`config.mk`:
```
export PLATFORM = sky130hd
export DESIGN_NAME = transfer_switch_mode_control
export DESIGN_NICKNAME = d
export VERILOG_FILES = /design/src/ats_mode_pkg.sv /design/src/key_debounce.sv /design/src/transfer_switch_mode_control.sv
export SDC_FILE = /design/constraint.sdc
export NUM_CORES = 1
export LEC_CHECK = 0
export BUFFER_PORTS_ARGS = -buffer_cell sky130_fd_sc_hd__buf_4
export CAP_MARGIN = 40
export CORE_AREA = 2 2 142 144
export DETAILED_ROUTE_END_ITERATION = 8
export DIE_AREA = 0 0 144 146
export HOLD_SLACK_MARGIN = 0.03
export PLACE_DENSITY_LB_ADDON = 0.2
export SYNTH_ARGS = -nofsm -noshare
export SYNTH_HDL_FRONTEND = slang
export SYNTH_SLANG_ARGS = --single-unit
```
`constraint.sdc`:
```
create_clock -name i_ref_clk -period 3.05 [get_ports i_ref_clk]
set_clock_uncertainty 0.15 [all_clocks]
set_input_delay 0.4575 -clock i_ref_clk [delete_from_list [all_inputs] [get_ports i_ref_clk]]
set_output_delay 0.4575 -clock i_ref_clk [all_outputs]
set_load 0.01 [all_outputs]
```
`src/ats_mode_pkg.sv`:
```
// constants, types and enumerations shared by the mode and key logic
// Overview of operation
// - auto key in auto mode returns to manual
// - key I closes lower switch, upper off
// - key I with lower on does nothing
// - key O opens lower, upper stays off
// - key II closes upper, lower held off
// - key I with upper on: open first
// - auto entry refused in test or setup
// - auto key in manual enters auto mode
// - delay elapses before switching or return
// - side one: delay 0/5/10/30, return equal
// - side two: same delay, return 300 s
// - basic variant thresholds 5 to 20 percent
// - extended variants add 25 and 30 percent
// - unbalance limit equals voltage threshold
// - setup only from manual at setup position
// - setup offers three operating modes
// - setup offers three switch types
// - auto key in setup steps combination, LEDs
// - test position: auto key steps sequence
// - handle attached forces manual, alarm on
// - handle removed: stay manual, alarm off
// - display variant takes config from display
package ats_mode_pkg;
   localparam int unsigned CLK_HZ        = 20_000_000;
   localparam int unsigned DEBOUNCE_MS   = 20;
   localparam int unsigned DEBOUNCE_CYC  = CLK_HZ / 1000 * DEBOUNCE_MS;
   localparam int unsigned SEC_CYC       = CLK_HZ;
   localparam int unsigned BACK_FIXED_S  = 300;
   localparam int unsigned DELAY_W       = 9;
   // delay selector codes (2 bits) map to seconds
   localparam logic [8:0] DELAY_S0 = 9'h000;
   localparam logic [8:0] DELAY_S1 = 9'h005;
   localparam logic [8:0] DELAY_S2 = 9'h00A;
   localparam logic [8:0] DELAY_S3 = 9'h01E;
   // threshold selector codes
   localparam logic [2:0] LIM_P5    = 3'h0;
   localparam logic [2:0] LIM_P10   = 3'h1;
   localparam logic [2:0] LIM_P15   = 3'h2;
   localparam logic [2:0] LIM_P20   = 3'h3;
   localparam logic [2:0] LIM_P25   = 3'h4;
   localparam logic [2:0] LIM_P30   = 3'h5;
   localparam logic [2:0] LIM_TEST  = 3'h6;
   localparam logic [2:0] LIM_SETUP = 3'h7;
   localparam logic [4:0] PCT_5  = 5'h05;
   localparam logic [4:0] PCT_10 = 5'h0A;
   localparam logic [4:0] PCT_15 = 5'h0F;
   localparam logic [4:0] PCT_20 = 5'h14;
   localparam logic [4:0] PCT_25 = 5'h19;
   localparam logic [4:0] PCT_30 = 5'h1E;
   // operating modes and switch types
   localparam logic [1:0] OPM_LINE1 = 2'h0;
   localparam logic [1:0] OPM_NOPRI = 2'h1;
   localparam logic [1:0] OPM_MANBK = 2'h2;
   localparam logic [1:0] OPM_LINE2 = 2'h3;
   localparam logic [1:0] SWT_AUTO  = 2'h0;
   localparam logic [1:0] SWT_SMALL = 2'h1;
   localparam logic [1:0] SWT_LARGE = 2'h2;
   localparam logic [2:0] TEST_STEPS = 3'h5;
   typedef enum logic [5:0] {
      ST_MANUAL = 6'h01,
      ST_AUTO   = 6'h02,
      ST_SETUP  = 6'h04,
      ST_TEST   = 6'h08,
      ST_OPEN2  = 6'h10,
      ST_CLOSE1 = 6'h20
   } mode_e;
endpackage

```
`src/key_debounce.sv`:
```
// debouncer for one key: two-flop synchroniser, stable filter, press pulse
`timescale 1ns/10ps
module key_debounce #(
   parameter int unsigned STABLE_CYC = ats_mode_pkg::DEBOUNCE_CYC
) (
   // clock and reset
   input  wire logic i_ref_clk,
   input  wire logic i_rstn,
   // raw key and press pulse
   input  wire logic i_key,
   output logic      o_press
);
   localparam int unsigned CW = $clog2(STABLE_CYC + 1);
   typedef struct packed {
      logic          s1;
      logic          s2;
      logic          stable;
      logic [CW-1:0] cnt;
      logic          press;
   } deb_s;
   deb_s r, nxt;

   // count while the synchronised level differs from the stable one
   always_comb begin
      nxt       = r;
      nxt.s1    = i_key;
      nxt.s2    = r.s1;
      nxt.press = 1'b0;
      if (r.s2 == r.stable) begin
         nxt.cnt = '0;
      end else if (r.cnt == CW'(STABLE_CYC - 1)) begin
         nxt.cnt    = '0;
         nxt.stable = r.s2;
         nxt.press  = r.s2; // one pulse per press
      end else begin
         nxt.cnt = r.cnt + CW'(1);
      end
   end

   always_ff @(posedge i_ref_clk or negedge i_rstn) begin
      if (!i_rstn) begin
         r <= '0;
      end else begin
         r <= nxt;
      end
   end

   assign o_press = r.press;
endmodule

```
`src/transfer_switch_mode_control.sv`:
```
// front-panel mode, key and delay logic of the change-over switch control unit
`timescale 1ns/10ps
module transfer_switch_mode_control #(
   parameter int unsigned SEC_CYC     = ats_mode_pkg::SEC_CYC,
   parameter int unsigned DEBOUNCE    = ats_mode_pkg::DEBOUNCE_CYC,
   parameter bit          EXTENDED    = 1'b1,
   parameter bit          DISPLAY_VAR = 1'b0
) (
   // clock and reset
   input  wire logic       i_ref_clk,
   input  wire logic       i_rstn,
   // keypad (active high while held)
   input  wire logic       i_key_auto,
   input  wire logic       i_key_one,
   input  wire logic       i_key_off,
   input  wire logic       i_key_two,
   // rotary selectors
   input  wire logic [1:0] i_delay_sel,
   input  wire logic       i_delay_side,
   input  wire logic [2:0] i_lim_sel,
   // switch feedback and handle sense
   input  wire logic       i_sw1_on,
   input  wire logic       i_sw2_on,
   input  wire logic       i_handle,
   // line conditions that trigger a switching or return sequence
   input  wire logic       i_switch_cond,
   input  wire logic       i_back_cond,
   // display configuration
   input  wire logic [1:0] i_disp_opmode,
   input  wire logic [1:0] i_disp_swtype,
   input  wire logic       i_disp_manbk,
   // switch commands
   output logic            o_sw1_close,
   output logic            o_sw1_open,
   output logic            o_sw2_close,
   output logic            o_sw2_open,
   // indicators
   output logic            o_led_power,
   output logic            o_led_auto,
   output logic            o_led_alarm,
   output logic [1:0]      o_led_line,
   // settings and status
   output logic            o_auto_mode,
   output logic            o_setup_mode,
   output logic            o_test_mode,
   output logic [2:0]      o_test_step,
   output logic [1:0]      o_opmode,
   output logic [1:0]      o_swtype,
   output logic [4:0]      o_volt_lim_pct,
   output logic [4:0]      o_unbal_lim_pct,
   output logic            o_switch_go,
   output logic            o_back_go
);
   localparam int unsigned SW = $clog2(SEC_CYC + 1);

   // presses from the four keys
   logic [3:0] key_raw;
   logic [3:0] press;
   assign key_raw = {i_key_two, i_key_off, i_key_one, i_key_auto};

   // one debouncer per key
   for (genvar k = 0; k < 4; k++) begin : g_key
      key_debounce #(.STABLE_CYC(DEBOUNCE)) u_deb (
         .i_ref_clk (i_ref_clk),
         .i_rstn    (i_rstn),
         .i_key     (key_raw[k]),
         .o_press   (press[k])
      );
   end

   typedef struct packed {
      logic [11:0]         s1;
      logic [11:0]         s2;
      ats_mode_pkg::mode_e st;
      logic [1:0]          opm;
      logic [1:0]          swt;
      logic [2:0]          step;
      logic [SW-1:0]       pre;
      logic [8:0]          sw_cnt;
      logic [8:0]          bk_cnt;
      logic                sw1_close;
      logic                sw1_open;
      logic                sw2_close;
      logic                sw2_open;
      logic                led_auto;
      logic                led_alarm;
      logic [1:0]          led_line;
      logic [4:0]          lim_pct;
      logic                sw_go;
      logic                bk_go;
   } ctl_s;
   ctl_s r, nxt;

   // synchronised pin levels: {handle, sw2, sw1, sw_cond, bk_cond, side, delay[1:0], lim[2:0], x}
   logic       handle;
   logic       sw1_on;
   logic       sw2_on;
   logic       sw_cond;
   logic       bk_cond;
   logic       side;
   logic [1:0] dsel;
   logic [2:0] lim;
   assign {handle, sw2_on, sw1_on, sw_cond, bk_cond, side, dsel, lim} = r.s2[11:1];

   // derived settings
   logic       lim_normal;
   logic       lim_ok;
   logic [8:0] sw_delay;
   logic [8:0] bk_delay;
   logic       tick;
   logic [4:0] pct;
   logic [1:0] eff_opm;
   logic [1:0] eff_swt;

   always_comb begin
      unique case (dsel)
         2'h0:    sw_delay = ats_mode_pkg::DELAY_S0;
         2'h1:    sw_delay = ats_mode_pkg::DELAY_S1;
         2'h2:    sw_delay = ats_mode_pkg::DELAY_S2;
         default: sw_delay = ats_mode_pkg::DELAY_S3;
      endcase
      // side two fixes the return delay, side one mirrors the switching delay
      bk_delay = side ? 9'(ats_mode_pkg::BACK_FIXED_S) : sw_delay;
      lim_normal = (lim != ats_mode_pkg::LIM_TEST) && (lim != ats_mode_pkg::LIM_SETUP);
      // basic variant lacks the two widest thresholds
      lim_ok = lim_normal && (EXTENDED || (lim <= ats_mode_pkg::LIM_P20));
      unique case (lim)
         ats_mode_pkg::LIM_P5:  pct = ats_mode_pkg::PCT_5;
         ats_mode_pkg::LIM_P10: pct = ats_mode_pkg::PCT_10;
         ats_mode_pkg::LIM_P15: pct = ats_mode_pkg::PCT_15;
         ats_mode_pkg::LIM_P20: pct = ats_mode_pkg::PCT_20;
         ats_mode_pkg::LIM_P25: pct = EXTENDED ? ats_mode_pkg::PCT_25 : ats_mode_pkg::PCT_20;
         ats_mode_pkg::LIM_P30: pct = EXTENDED ? ats_mode_pkg::PCT_30 : ats_mode_pkg::PCT_20;
         default:               pct = r.lim_pct; // test/setup keep last threshold
      endcase
      // the display variant takes priority, type and return mode from its menu
      eff_opm = DISPLAY_VAR ? (i_disp_manbk ? ats_mode_pkg::OPM_MANBK : i_disp_opmode)
                            : r.opm;
      eff_swt = DISPLAY_VAR ? i_disp_swtype : r.swt;
      tick = (r.pre == SW'(SEC_CYC - 1));
   end

   // next-state logic for mode, key commands and delay timers
   always_comb begin
      nxt           = r;
      nxt.s1        = {i_handle, i_sw2_on, i_sw1_on, i_switch_cond, i_back_cond,
                       i_delay_side, i_delay_sel, i_lim_sel, 1'b0};
      nxt.s2        = r.s1;
      nxt.sw1_close = 1'b0;
      nxt.sw1_open  = 1'b0;
      nxt.sw2_close = 1'b0;
      nxt.sw2_open  = 1'b0;
      nxt.sw_go     = 1'b0;
      nxt.bk_go     = 1'b0;
      nxt.pre       = tick ? '0 : r.pre + SW'(1);
      nxt.lim_pct   = pct;
      nxt.led_line  = {sw2_on, sw1_on};

      unique case (r.st)
         ats_mode_pkg::ST_AUTO: begin
            // manual keys are ignored here; only auto key or handle leaves
            if (press[0]) begin
               nxt.st = ats_mode_pkg::ST_MANUAL;
            end
         end
         ats_mode_pkg::ST_MANUAL: begin
            if (press[0] && lim_ok) begin
               nxt.st = ats_mode_pkg::ST_AUTO;
            end else if (press[0] && lim == ats_mode_pkg::LIM_SETUP && !DISPLAY_VAR) begin
               nxt.st = ats_mode_pkg::ST_SETUP;
            end else if (press[0] && lim == ats_mode_pkg::LIM_TEST) begin
               nxt.st   = ats_mode_pkg::ST_TEST;
               nxt.step = '0;
            end else if (press[1] && !sw1_on) begin
               if (sw2_on) begin
                  nxt.sw2_open = 1'b1; // break before make
                  nxt.st       = ats_mode_pkg::ST_OPEN2;
               end else begin
                  nxt.sw1_close = 1'b1;
               end
            end else if (press[2]) begin
               nxt.sw1_open = 1'b1; // upper left as it is, off
            end else if (press[3] && !sw2_on) begin
               nxt.sw1_open  = sw1_on;
               nxt.sw2_close = !sw1_on;
               nxt.st        = sw1_on ? ats_mode_pkg::ST_CLOSE1 : r.st;
            end
         end
         ats_mode_pkg::ST_OPEN2: begin
            // wait for upper contacts to report open, then close lower
            if (!sw2_on) begin
               nxt.sw1_close = 1'b1;
               nxt.st        = ats_mode_pkg::ST_MANUAL;
            end
         end
         ats_mode_pkg::ST_CLOSE1: begin
            // lower must be off before upper closes
            if (!sw1_on) begin
               nxt.sw2_close = 1'b1;
               nxt.st        = ats_mode_pkg::ST_MANUAL;
            end
         end
         ats_mode_pkg::ST_SETUP: begin
            if (lim != ats_mode_pkg::LIM_SETUP) begin
               nxt.st = ats_mode_pkg::ST_MANUAL;
            end else if (press[0]) begin
               // step through mode first, then switch type
               if (r.opm == ats_mode_pkg::OPM_MANBK) begin
                  nxt.opm = ats_mode_pkg::OPM_LINE1;
                  nxt.swt = (r.swt == ats_mode_pkg::SWT_LARGE) ? ats_mode_pkg::SWT_AUTO
                                                              : r.swt + 2'h1;
               end else begin
                  nxt.opm = r.opm + 2'h1;
               end
            end
         end
         ats_mode_pkg::ST_TEST: begin
            if (lim != ats_mode_pkg::LIM_TEST) begin
               nxt.st = ats_mode_pkg::ST_MANUAL;
            end else if (press[0]) begin
               nxt.step = (r.step == ats_mode_pkg::TEST_STEPS) ? '0 : r.step + 3'h1;
            end
         end
         default: nxt.st = ats_mode_pkg::ST_MANUAL;
      endcase

      // handle forces manual; alarm follows handle presence
      nxt.led_alarm = handle;
      if (handle) begin
         nxt.st        = ats_mode_pkg::ST_MANUAL;
         nxt.sw1_close = 1'b0;
         nxt.sw2_close = 1'b0;
         nxt.sw1_open  = 1'b0;
         nxt.sw2_open  = 1'b0;
      end
      nxt.led_auto = (nxt.st == ats_mode_pkg::ST_AUTO);

      // delay timers run only in auto mode and restart when the cause clears
      if (r.st != ats_mode_pkg::ST_AUTO || !sw_cond) begin
         nxt.sw_cnt = '0;
      end else if (tick && r.sw_cnt != sw_delay) begin
         nxt.sw_cnt = r.sw_cnt + 9'h001;
      end
      if (r.st != ats_mode_pkg::ST_AUTO || !bk_cond) begin
         nxt.bk_cnt = '0;
      end else if (tick && r.bk_cnt != bk_delay) begin
         nxt.bk_cnt = r.bk_cnt + 9'h001;
      end
      // go is a level once the full delay has elapsed
      nxt.sw_go = (r.st == ats_mode_pkg::ST_AUTO) && sw_cond && (r.sw_cnt >= sw_delay);
      nxt.bk_go = (r.st == ats_mode_pkg::ST_AUTO) && bk_cond && (r.bk_cnt >= bk_delay);
   end

   always_ff @(posedge i_ref_clk or negedge i_rstn) begin
      if (!i_rstn) begin
         r         <= '0;
         r.st      <= ats_mode_pkg::ST_MANUAL;
         r.opm     <= ats_mode_pkg::OPM_LINE1;
         r.swt     <= ats_mode_pkg::SWT_AUTO;
         r.lim_pct <= ats_mode_pkg::PCT_5;
      end else begin
         r <= nxt;
      end
   end

   // outputs straight from the state register, except o_opmode and o_swtype, which pass the display selection mux, and o_led_power, tied high
   assign o_sw1_close     = r.sw1_close;
   assign o_sw1_open      = r.sw1_open;
   assign o_sw2_close     = r.sw2_close;
   assign o_sw2_open      = r.sw2_open;
   assign o_led_power     = r.s2[0] | 1'b1;
   assign o_led_auto      = r.led_auto;
   assign o_led_alarm     = r.led_alarm;
   assign o_led_line      = r.led_line;
   assign o_auto_mode     = r.led_auto;
   assign o_setup_mode    = r.st[2];
   assign o_test_mode     = r.st[3];
   assign o_test_step     = r.step;
   assign o_opmode        = eff_opm;
   assign o_swtype        = eff_swt;
   assign o_volt_lim_pct  = r.lim_pct;
   assign o_unbal_lim_pct = r.lim_pct;
   assign o_switch_go     = r.sw_go;
   assign o_back_go       = r.bk_go;
endmodule

```
# Word-level counts from Yosys, hierarchy flattened
# Index checks and enable logic that the tools add are counted.
dict set report totals {
  ff_bits 185
  inputBits 22
  out_inout_bits 31
  wordCells 190
}
dict set report classes {
  add_sub_neg 10
  order_cmp 2
  n_eq_ne 38
  muxes 65
  bitwise 5
  reduce_logical 31
}
# op count
set ops {}
lappend ops {{19-bit 2-to-1 mux} 8}
lappend ops {{6-bit 2-to-1 mux} 14}
lappend ops {{19-bit by 1-bit adder with 19-bit output (second input constant)} 4}
lappend ops {{19-bit == test (second input constant)} 4}
lappend ops {{9-bit 2-to-1 mux} 5}
lappend ops {{6-bit one-hot mux with 6 select lines} 1}
lappend ops {{5-bit one-hot mux with 6 select lines} 1}
lappend ops {{25-bit by 1-bit adder with 25-bit output (second input constant)} 1}
lappend ops {{25-bit == test (second input constant)} 1}
lappend ops {{25-bit 2-to-1 mux} 1}
lappend ops {{9-bit by 1-bit adder with 9-bit output (second input constant)} 2}
lappend ops {{9-bit >= comparator} 2}
lappend ops {{3-bit 2-to-1 mux} 6}
lappend ops {{9-bit inequality test} 2}
lappend ops {{1-bit 2-to-1 mux} 17}
lappend ops {{4-bit 2-to-1 mux} 4}
lappend ops {{3-bit == test (second input constant)} 5}
lappend ops {{5-bit one-hot mux with 3 select lines} 1}
lappend ops {{6-bit by 2-bit == test with 1-bit output (second input constant)} 2}
lappend ops {{1-bit logical AND} 12}
lappend ops {{2-bit 2-to-1 mux} 4}
lappend ops {{2-bit inequality test (second input constant)} 4}
lappend ops {{2-bit AND reduction} 4}
lappend ops {{2-bit == test (second input constant)} 3}
lappend ops {{26 further kinds} 43}

# Logic depth before layout (Yosys ltp)
# Gate-level depths: netlist of the first run.
dict set report logic_depth {
  depth_word 11
  ltp_mapped 9
  depth_no_buf 8
}

# Hierarchy
# A second synthesis of the first run with hierarchy kept.
dict set report hier_totals {
  cells_unflattened 870
  hier_area_um2 9123.8
}
# module instances cells_each area_per_inst_um2 seq_area_each_um2
set by_module_without_submodules {}
lappend by_module_without_submodules {key_debounce 4 110 1163.6 575.6}
lappend by_module_without_submodules {transfer_switch_mode_control 1 430 4469.3 2331.0}

# Worst setup path before layout of the first run
# OpenSTA, ideal clock, no wires.
dict set report synth_timing {
  path_kind {flip-flop to flip-flop}
  startpoint {register r (netlist bit dsel[0])}
  endpoint {register r[29] in the netlist's numbering}
  setup_time_ps 83
  arrival_time_ps 1942
  path_slack_ps 875
  path_stages_with_launch 10
  n_path_buf 1
  path_cell_list {dfrtp_1 inv_1 nor2_1 ha_1 and3_1 and4_1 nand3b_2 buf_6 or3_1 a21oi_1}
}
dict set report synth_between {
  elab_chain_len 5
}
# element line_no
set synth_lines {}
lappend synth_lines {{start: declaration} transfer_switch_mode_control.sv:92} ;# ctl_s r, nxt;
lappend synth_lines {{start signal: assignment} transfer_switch_mode_control.sv:262} ;# r <= nxt;
lappend synth_lines {{2-bit == test (tied with other cells)} transfer_switch_mode_control.sv:116} ;# unique case (dsel)
lappend synth_lines {{5-bit one-hot mux with 3 select lines (*)} transfer_switch_mode_control.sv:116}
lappend synth_lines {{9-bit inequality test (*)} transfer_switch_mode_control.sv:241} ;# end else if (tick && r.sw_cnt != sw_delay) begin
lappend synth_lines {{1-bit logical AND (*)} transfer_switch_mode_control.sv:241}
lappend synth_lines {{2-bit nonzero test (no source line) (*)} --}
# Mark *: on every way between the ends. The rest lies on a longest branch, timed or not.
# A chain may end at the register's enable or synchronous reset.

# Worst setup path after layout of the first run
dict set report layout_timing {
  startpoint {register r (netlist bit dsel[1])}
  endpoint {register r[32] in the netlist's numbering}
}
# The elaborated chain is that of the path after synthesis.

==> results.py, run 1 <==
metrics = {
    "outcome": {
        "result_of_the_run": "complete, no violations",
    },
    "floorplanning": {
        "die_h_um": 146,
        "i_o_pin_count": 53,
        "chipWidth_um": 144,
        "initial_core_util_pct": 44.90,
        "die-area_um2": 21020,
        "std_cell_rows": 51,
        "core_um2": 19330,
    },
    "min_path": {
        "worstHoldPathType": "reg -> reg",
    },
    "worst_setup_path": {
        "crit_path_cell_trace": "inv_1, ha_1, and3_1, and4_1, nand3b_2, or3_1, a21oi_1",
        "crit_buf_inv": 1,
        "worst_path_max_delay_cell": "sky130_fd_sc_hd__dfrtp_1",
        "path_class": "reg -> reg",
        "timing.critical_path.arrival_ns": 2.64,
        "timing.critical_path.fanout_max": 13,
        "critical_path.startpoint_type": "flip-flop",
        "critPathMaxStageDelay_ns": 0.49,
        "critPathCaptureType": "flip-flop",
        "cp_top_family": "simple AND/OR/NAND/NOR gates",
        "crit_required_ns": 3.24,
    },
    "layout": {
        "footprint_of_the_flip_flops_and_latches_um2": 4633,
        "final_layout_size_suffix_gt1_share_pct": 11.23,
        "syn_to_final_growth_pct": 14.27,
        "non_filler_cells_final": 1164,
        "layout_commonest_cell": "sky130_fd_sc_hd__dfrtp_1",
        "fillCellCount": 1733,
        "multi_input_area_um2": 3710,
        "nets": 927,
        "insertedDiodeCount": 0,
        "leading_cell_types_in_the_layout_fill_and_taps_excluded": "sky130_fd_sc_hd__dfrtp_1 (182), sky130_fd_sc_hd__nor2_1 (114), sky130_fd_sc_hd__nand3_1 (57)",
    },
    "timing": {
        "post-route-period-util_pct": 80.46,
        "final_max_slew_violation_count": 0,
        "setup-violations-final": 0,
        "setup_total_negative_slack_ns": 0,
        "hold_viol_final": 0,
        "final.setup.worst_slack_ns": 0.5960,
        "max_freq_ghz": 0.4075,
        "timing.max_slew.rel_slack_pct": 45.16,
        "finalHoldWorstSlack_ns": 0.1990,
        "tightest_slew_ns": 0.8163,
        "grt_setup_unrepaired": "false",
        "min_period_ns": 2.454,
    },
    "placed_design": {
        "finalWeightedCongestion": 0.7659,
        "pre_cts_slack_ns": 0.6045,
        "detailedPlacementHpwl_um": 10350,
        "port-buffer-count": 46,
        "placed_cells": 1116,
    },
    "synth": {
        "synth_cell_types": 65,
        "synthDominantAreaCellType": "sky130_fd_sc_hd__dfrtp_1",
        "synth.net_count": 881,
        "seq_cells_post_synth": 185,
        "syn_inst": 840,
        "yosys_warns": 0,
        "syn_avg_cell_area_um2": 10.33,
        "synth-main-ff-cell": "sky130_fd_sc_hd__dfrtp_1",
        "asyncSetResetFlopFracSynth_pct": 100.0,
        "mappedNetlistArea_um2": 8681,
        "synth_top_cells_by_area": "sky130_fd_sc_hd__dfrtp_1 (52%), sky130_fd_sc_hd__xor2_1 (5.4%), sky130_fd_sc_hd__nor2_1 (4.9%)",
        "seq_area_frac_synth_pct": 53.37,
        "synth-edff-count": 0,
        "yosys_top_cell_area_share_pct": 52.46,
    },
    "clocking": {
        "clock_tree.root_cell": "sky130_fd_sc_hd__clkbuf_16",
        "clk_pin_slew_ns": 0.07,
        "cts.path.max_buffers": 2,
        "tritoncts_clock_tree": "done",
        "post-cts-setup-buffer-count": 0,
        "clkLatencyLatePin_ns": 0.43,
        "tritoncts_num_sinks": 185,
        "cts-buffers-inserted": 17,
        "cts.htree.levels": 4,
    },
    "drt": {
        "avgRoutedWirePerCell_um": 13.42,
        "post_detailed_route_via_to_cell_ratio": 5.182,
        "drc": 0,
        "first_pass_iters": 6,
        "detailroute.via_count": 6032,
        "drt_iter0_markers": 247,
        "drtAntennaViolNets": 0,
        "routed_wirelength_um": 15620,
    },
    "power_and_ir_drop": {
        "static-leakage-power_nw": 4.308,
        "pwr_density_cell_nw_per_um2": 495.2,
        "worst_ir_drop_vdd_mv": 0.3237,
    },
    "global_route": {
        "first_global_vias": 5836,
        "grt_use_total_pct": 15.91,
        "grt_first_pass_wirelength_um": 27230,
        "overflow_after_grt": 0,
        "grt_antenna_before_repair": 0,
        "grt_max_degree": 77,
    },
    "job": {
        "maxCapViolations": 0,
    },
}
[cell type report]
class                           instances  area share [%]
Tap cell                              265           3.343
Inverter                               24          0.9082
Multi-Input combinational cell        592           37.40
Sequential cell                       185           46.71
Clock inverter                         13           1.463
Clock buffer                           19           4.465
Timing Repair Buffer                   66           5.714
[layer usage]
layer	vias up	global-route usage [%]	routed length [um]
li1	2997	-	-
met1	2948	22.81	8087
met2	70	23.74	6820
met3	17	3.817	484
met4	0	5.245	223
met5	-	0	0
[flip-flops by register name, summed over array words and instances (netlist names), 2 cells and up]
name,flops
nxt,13
o_swtype,2
o_test_step,3
r,49
g_key.u_deb.nxt,4
o_unbal_lim_pct,5
o_opmode,2
g_key.u_deb.r,84
dsel,2
o_led_line,2
lim,3
g_key.u_deb.o_press,4
[where the power goes]
group          internal, W  leakage, nW  switching [W]
Clock              0.00124        0.280       0.000953
Combinational    0.0000769         1.56       0.000109
Sequential         0.00250         2.47      0.0000408
[worst reg2reg max path: cells and delay by family (launching register included)]
kind            cells  cell delay [ns]
buf+inv             1             0.11
fa+ha+maj           1             0.29
compound gates      1             0.14
flops               1             0.49
simple gates        4             1.18
[path summary, 6_finish.rpt]
kind                       cells after the start    start                  end  slack (ns)
min in group asynchronous                      2   i_rstn   o_unbal_lim_pct[1]        0.38
setup / recovery                               7  dsel[1]                r[32]        0.60
setup reg to reg                               7  dsel[1]                r[32]        0.60
hold reg to reg                                0  nxt[73]               lim[1]        0.20
hold / removal                                 0  nxt[73]               lim[1]        0.20
max in group asynchronous                      3   i_rstn  g_key[3].u_deb.r[5]        1.61
[stage by stage]
stage	cell area (um^2)	total power [W]	utilization, %
2_1_floorplan	8681	0.002661	-
3_3_place_gp	9171	0.002756	47.43
3_5_place_dp	9171	0.002758	47.43
4_1_cts	9920	0.004984	51.30
5_1_grt	9920	0.005133	51.30
6_report	9920	0.004912	51.30
[synth_stat cells (all sizes together) (2+ instances only)]
master  count
dfstp       3
ha         19
or2         5
inv        24
xnor2      44
and3       21
nand3      59
mux2i       2
nand4      32
nand3b      3
nor3b      10
nand2b      2
and4        9
dfrtp     182
buf        30
nor4b       9
o21ai      20
nor4       12
a211oi      2
nand2      52
a21oi      27
nor2b       6
clkbuf      9
and2        4
o21a        2
or3        15
a31oi       4
or4         2
xor2       54
nor2      114
a21o        2
o211ai      3
nor3       35
a22o        2
mux2        6
[kinds of logic after synthesis]
logic type | share of synthesized area [%]
flops | 53.37
simple gates | 24.11
fa+ha+maj | 2.854
xor+xnor | 9.888
buf+inv | 3.892
other cells | 0.04320
mux | 1.009
compound gates | 4.828
[timing repair]
action                                  in CTS  in global routing
resized for setup                            0                  0
hold buffers                                16                  0
hold endpoints to repair                    63                  0
endpoints found under the setup margin       0                  0
Note: power is estimated with default switching activity, not from simulation.
==> run 2: changes to the inputs <==
==> constraint.sdc (replaced) <==
create_clock -name i_ref_clk -period 2.36 [get_ports i_ref_clk]
set_clock_uncertainty 0.15 [all_clocks]
set_input_delay 0.354 -clock i_ref_clk [delete_from_list [all_inputs] [get_ports i_ref_clk]]
set_output_delay 0.354 -clock i_ref_clk [all_outputs]
set_load 0.01 [all_outputs]
==> run 2 against run 1 <==
- setup slack worse by 0.46 ns
- register-to-register slack worse by 0.46 ns
- power is 31% higher
- largest power group unchanged
==> results.py, run 2 (synthesis gave the netlist of run 1 again) <==
metrics = {
    "floorplanning": {
        "i_o_pin_count": 53,
        "die-area_um2": 21020,
        "initial_core_util_pct": 44.90,
        "chipWidth_um": 144,
        "core_um2": 19330,
        "std_cell_rows": 51,
        "die_h_um": 146,
    },
    "drt": {
        "drtAntennaViolNets": 0,
        "routed_wirelength_um": 16010,
        "met3WireLength_um": 545,
        "drc": 0,
        "highest_layer": "met4",
        "avgRoutedWirePerCell_um": 13.38,
        "wire_length_on_met2_um": 7333,
        "drt-met1-wl_um": 7947,
        "drt_iter0_markers": 296,
        "first_pass_iters": 4,
        "detailroute.via_count": 6046,
        "post_detailed_route_via_to_cell_ratio": 5.051,
    },
    "power_and_ir_drop": {
        "worst_ir_drop_vdd_mv": 0.4818,
        "pwr_density_cell_nw_per_um2": 630.9,
        "static-leakage-power_nw": 4.527,
    },
    "worst_setup_path": {
        "crit_path_cell_trace": "inv_1, nor2_1, ha_1, and3_1, and4_1, nand3b_4, or3_1, a21oi_1",
        "critical_path.startpoint_type": "flip-flop",
        "reg2reg_from": "dsel[0]",
        "path_class": "reg -> reg",
        "worst_path_max_delay_cell": "sky130_fd_sc_hd__dfrtp_1",
        "critical_path.reg2reg.endpoint": "r[29]",
        "cp_top_family": "simple AND/OR/NAND/NOR gates",
        "timing.critical_path.fanout_max": 11,
        "ff2ff_setup_slack_ns": 0.14,
        "crit_buf_inv": 1,
        "critPathMaxStageDelay_ns": 0.39,
        "worst_reg2reg_path_length_in_cells": 8,
        "crit_required_ns": 2.55,
        "critPathCaptureType": "flip-flop",
        "timing.critical_path.arrival_ns": 2.41,
    },
    "global_route": {
        "grt_antenna_before_repair": 0,
        "grt_first_pass_wirelength_um": 27710,
        "grt_use_total_pct": 16.30,
        "first_global_vias": 5808,
        "overflow_after_grt": 0,
        "grt_max_degree": 58,
    },
    "timing": {
        "setup_total_negative_slack_ns": 0,
        "post-route-period-util_pct": 94.24,
        "final_max_slew_violation_count": 0,
        "timing.max_slew.rel_slack_pct": 58.44,
        "max_freq_ghz": 0.4496,
        "min_period_ns": 2.224,
        "final.setup.worst_slack_ns": 0.1359,
        "grt_setup_unrepaired": "false",
        "setup-violations-final": 0,
        "hold_viol_final": 0,
        "finalHoldWorstSlack_ns": 0.1975,
        "tightest_slew_ns": 0.6177,
    },
    "clocking": {
        "cts-buffers-inserted": 17,
        "cts.path.max_buffers": 2,
        "cts.htree.levels": 4,
        "tritoncts_num_sinks": 185,
        "clkLatencyLatePin_ns": 0.43,
        "clock_tree.root_cell": "sky130_fd_sc_hd__clkbuf_16",
        "clk_pin_slew_ns": 0.07,
        "tritoncts_clock_tree": "done",
    },
    "layout": {
        "leading_cell_types_in_the_layout_fill_and_taps_excluded": "sky130_fd_sc_hd__dfrtp_1 (182), sky130_fd_sc_hd__nor2_1 (114), sky130_fd_sc_hd__buf_4 (79)",
        "post-route-util_pct": 52.92,
        "largest-register": "g_key.u_deb.r",
        "nets": 960,
        "design_area_um2": 10230,
        "final_layout_size_suffix_gt1_share_pct": 14.81,
        "max_reg_flops": 84,
        "layout_commonest_cell": "sky130_fd_sc_hd__dfrtp_1",
        "fillCellCount": 1754,
        "insertedDiodeCount": 0,
        "syn_to_final_growth_pct": 17.86,
    },
    "min_path": {
        "worstHoldPathType": "reg -> reg",
        "timing.hold.worst_endpoint": "nxt[8]",
        "worstHoldStart": "nxt[81]",
        "hold_path_depth": 0,
    },
    "placed_design": {
        "pre_cts_slack_ns": 0.05730,
        "port-buffer-count": 46,
        "finalWeightedCongestion": 0.7755,
        "dpl_cell_area_um2": 9402,
        "detailedPlacementHpwl_um": 10800,
    },
    "outcome": {
        "result_of_the_run": "complete, no violations",
    },
    "job": {
        "maxCapViolations": 0,
    },
}
[run 2: changes by cell type in the layout (fill, tap and decap cells not counted), sizes merged]
cell    previous run  this run
clkbuf            20        22
buf               49        82
bufinv             2         3
clkinv             5         4
inv               27        25
[run 2: repair_timing]
item | in CTS | in global routing
buffers inserted | 0 | 4
hold endpoints to repair | 66 | 0
endpoints found under the setup margin | 4 | 6
cloned | 0 | 0
hold buffers | 16 | 0
pin swaps | 0 | 0
gates resized for setup | 1 | 6
[run 2: layout make-up]
class	count	area (um^2)	area share, %
Clock inverter	11	145.1	1.419
Multi-Input combinational cell	592	3744	36.59
Sequential cell	185	4633	45.29
Inverter	24	90.09	0.8805
Clock buffer	21	460.4	4.500
Tap cell	265	331.6	3.241
Timing Repair Buffer	99	827.0	8.084
[run 2: routing by layer]
| metal | track usage, % | vias to the layer above |
|---|---|---|
| met2 | 24.64 | 79 |
| met3 | 3.225 | 12 |
| met1 | 23.54 | 2893 |
| met5 | 0 | - |
| li1 | - | 3062 |
| met4 | 5.294 | 0 |
[run 2: worst register-to-register path: stages (launching register included)]
cell	delay (ns)
sky130_fd_sc_hd__dfrtp_1	0.39
sky130_fd_sc_hd__inv_1	0.12
sky130_fd_sc_hd__nor2_1	0.07
sky130_fd_sc_hd__ha_1	0.27
sky130_fd_sc_hd__and3_1	0.18
sky130_fd_sc_hd__and4_1	0.23
sky130_fd_sc_hd__nand3b_4	0.21
sky130_fd_sc_hd__or3_1	0.36
sky130_fd_sc_hd__a21oi_1	0.15
[run 2: power breakdown]
group	total (W)	internal, W	switching, W
registers	0.00328	0.00323	0.0000498
clock network	0.00292	0.00172	0.00120
logic	0.000258	0.000111	0.000147
total	0.00645	0.00506	0.00140
[run 2: worst max-delay path by stage]
stage             from     to  cells after the start  slack, ns
2_1_floorplan  dsel[0]  r[29]                      9       0.18
3_3_place_gp   dsel[0]  r[28]                      8       0.07
3_5_place_dp     r[52]  r[23]                      5       0.06
4_1_cts          r[52]  r[23]                      5     0.0002
5_1_grt        dsel[1]  r[23]                      8      0.004
6_report       dsel[0]  r[29]                      8       0.14
[run 2: metrics by stage]
step,total power [W],std cells
2_1_floorplan,0.003439,840
3_3_place_gp,0.003574,1145
3_5_place_dp,0.003577,1145
4_1_cts,0.006545,1193
5_1_grt,0.006706,1197
6_report,0.006455,1197
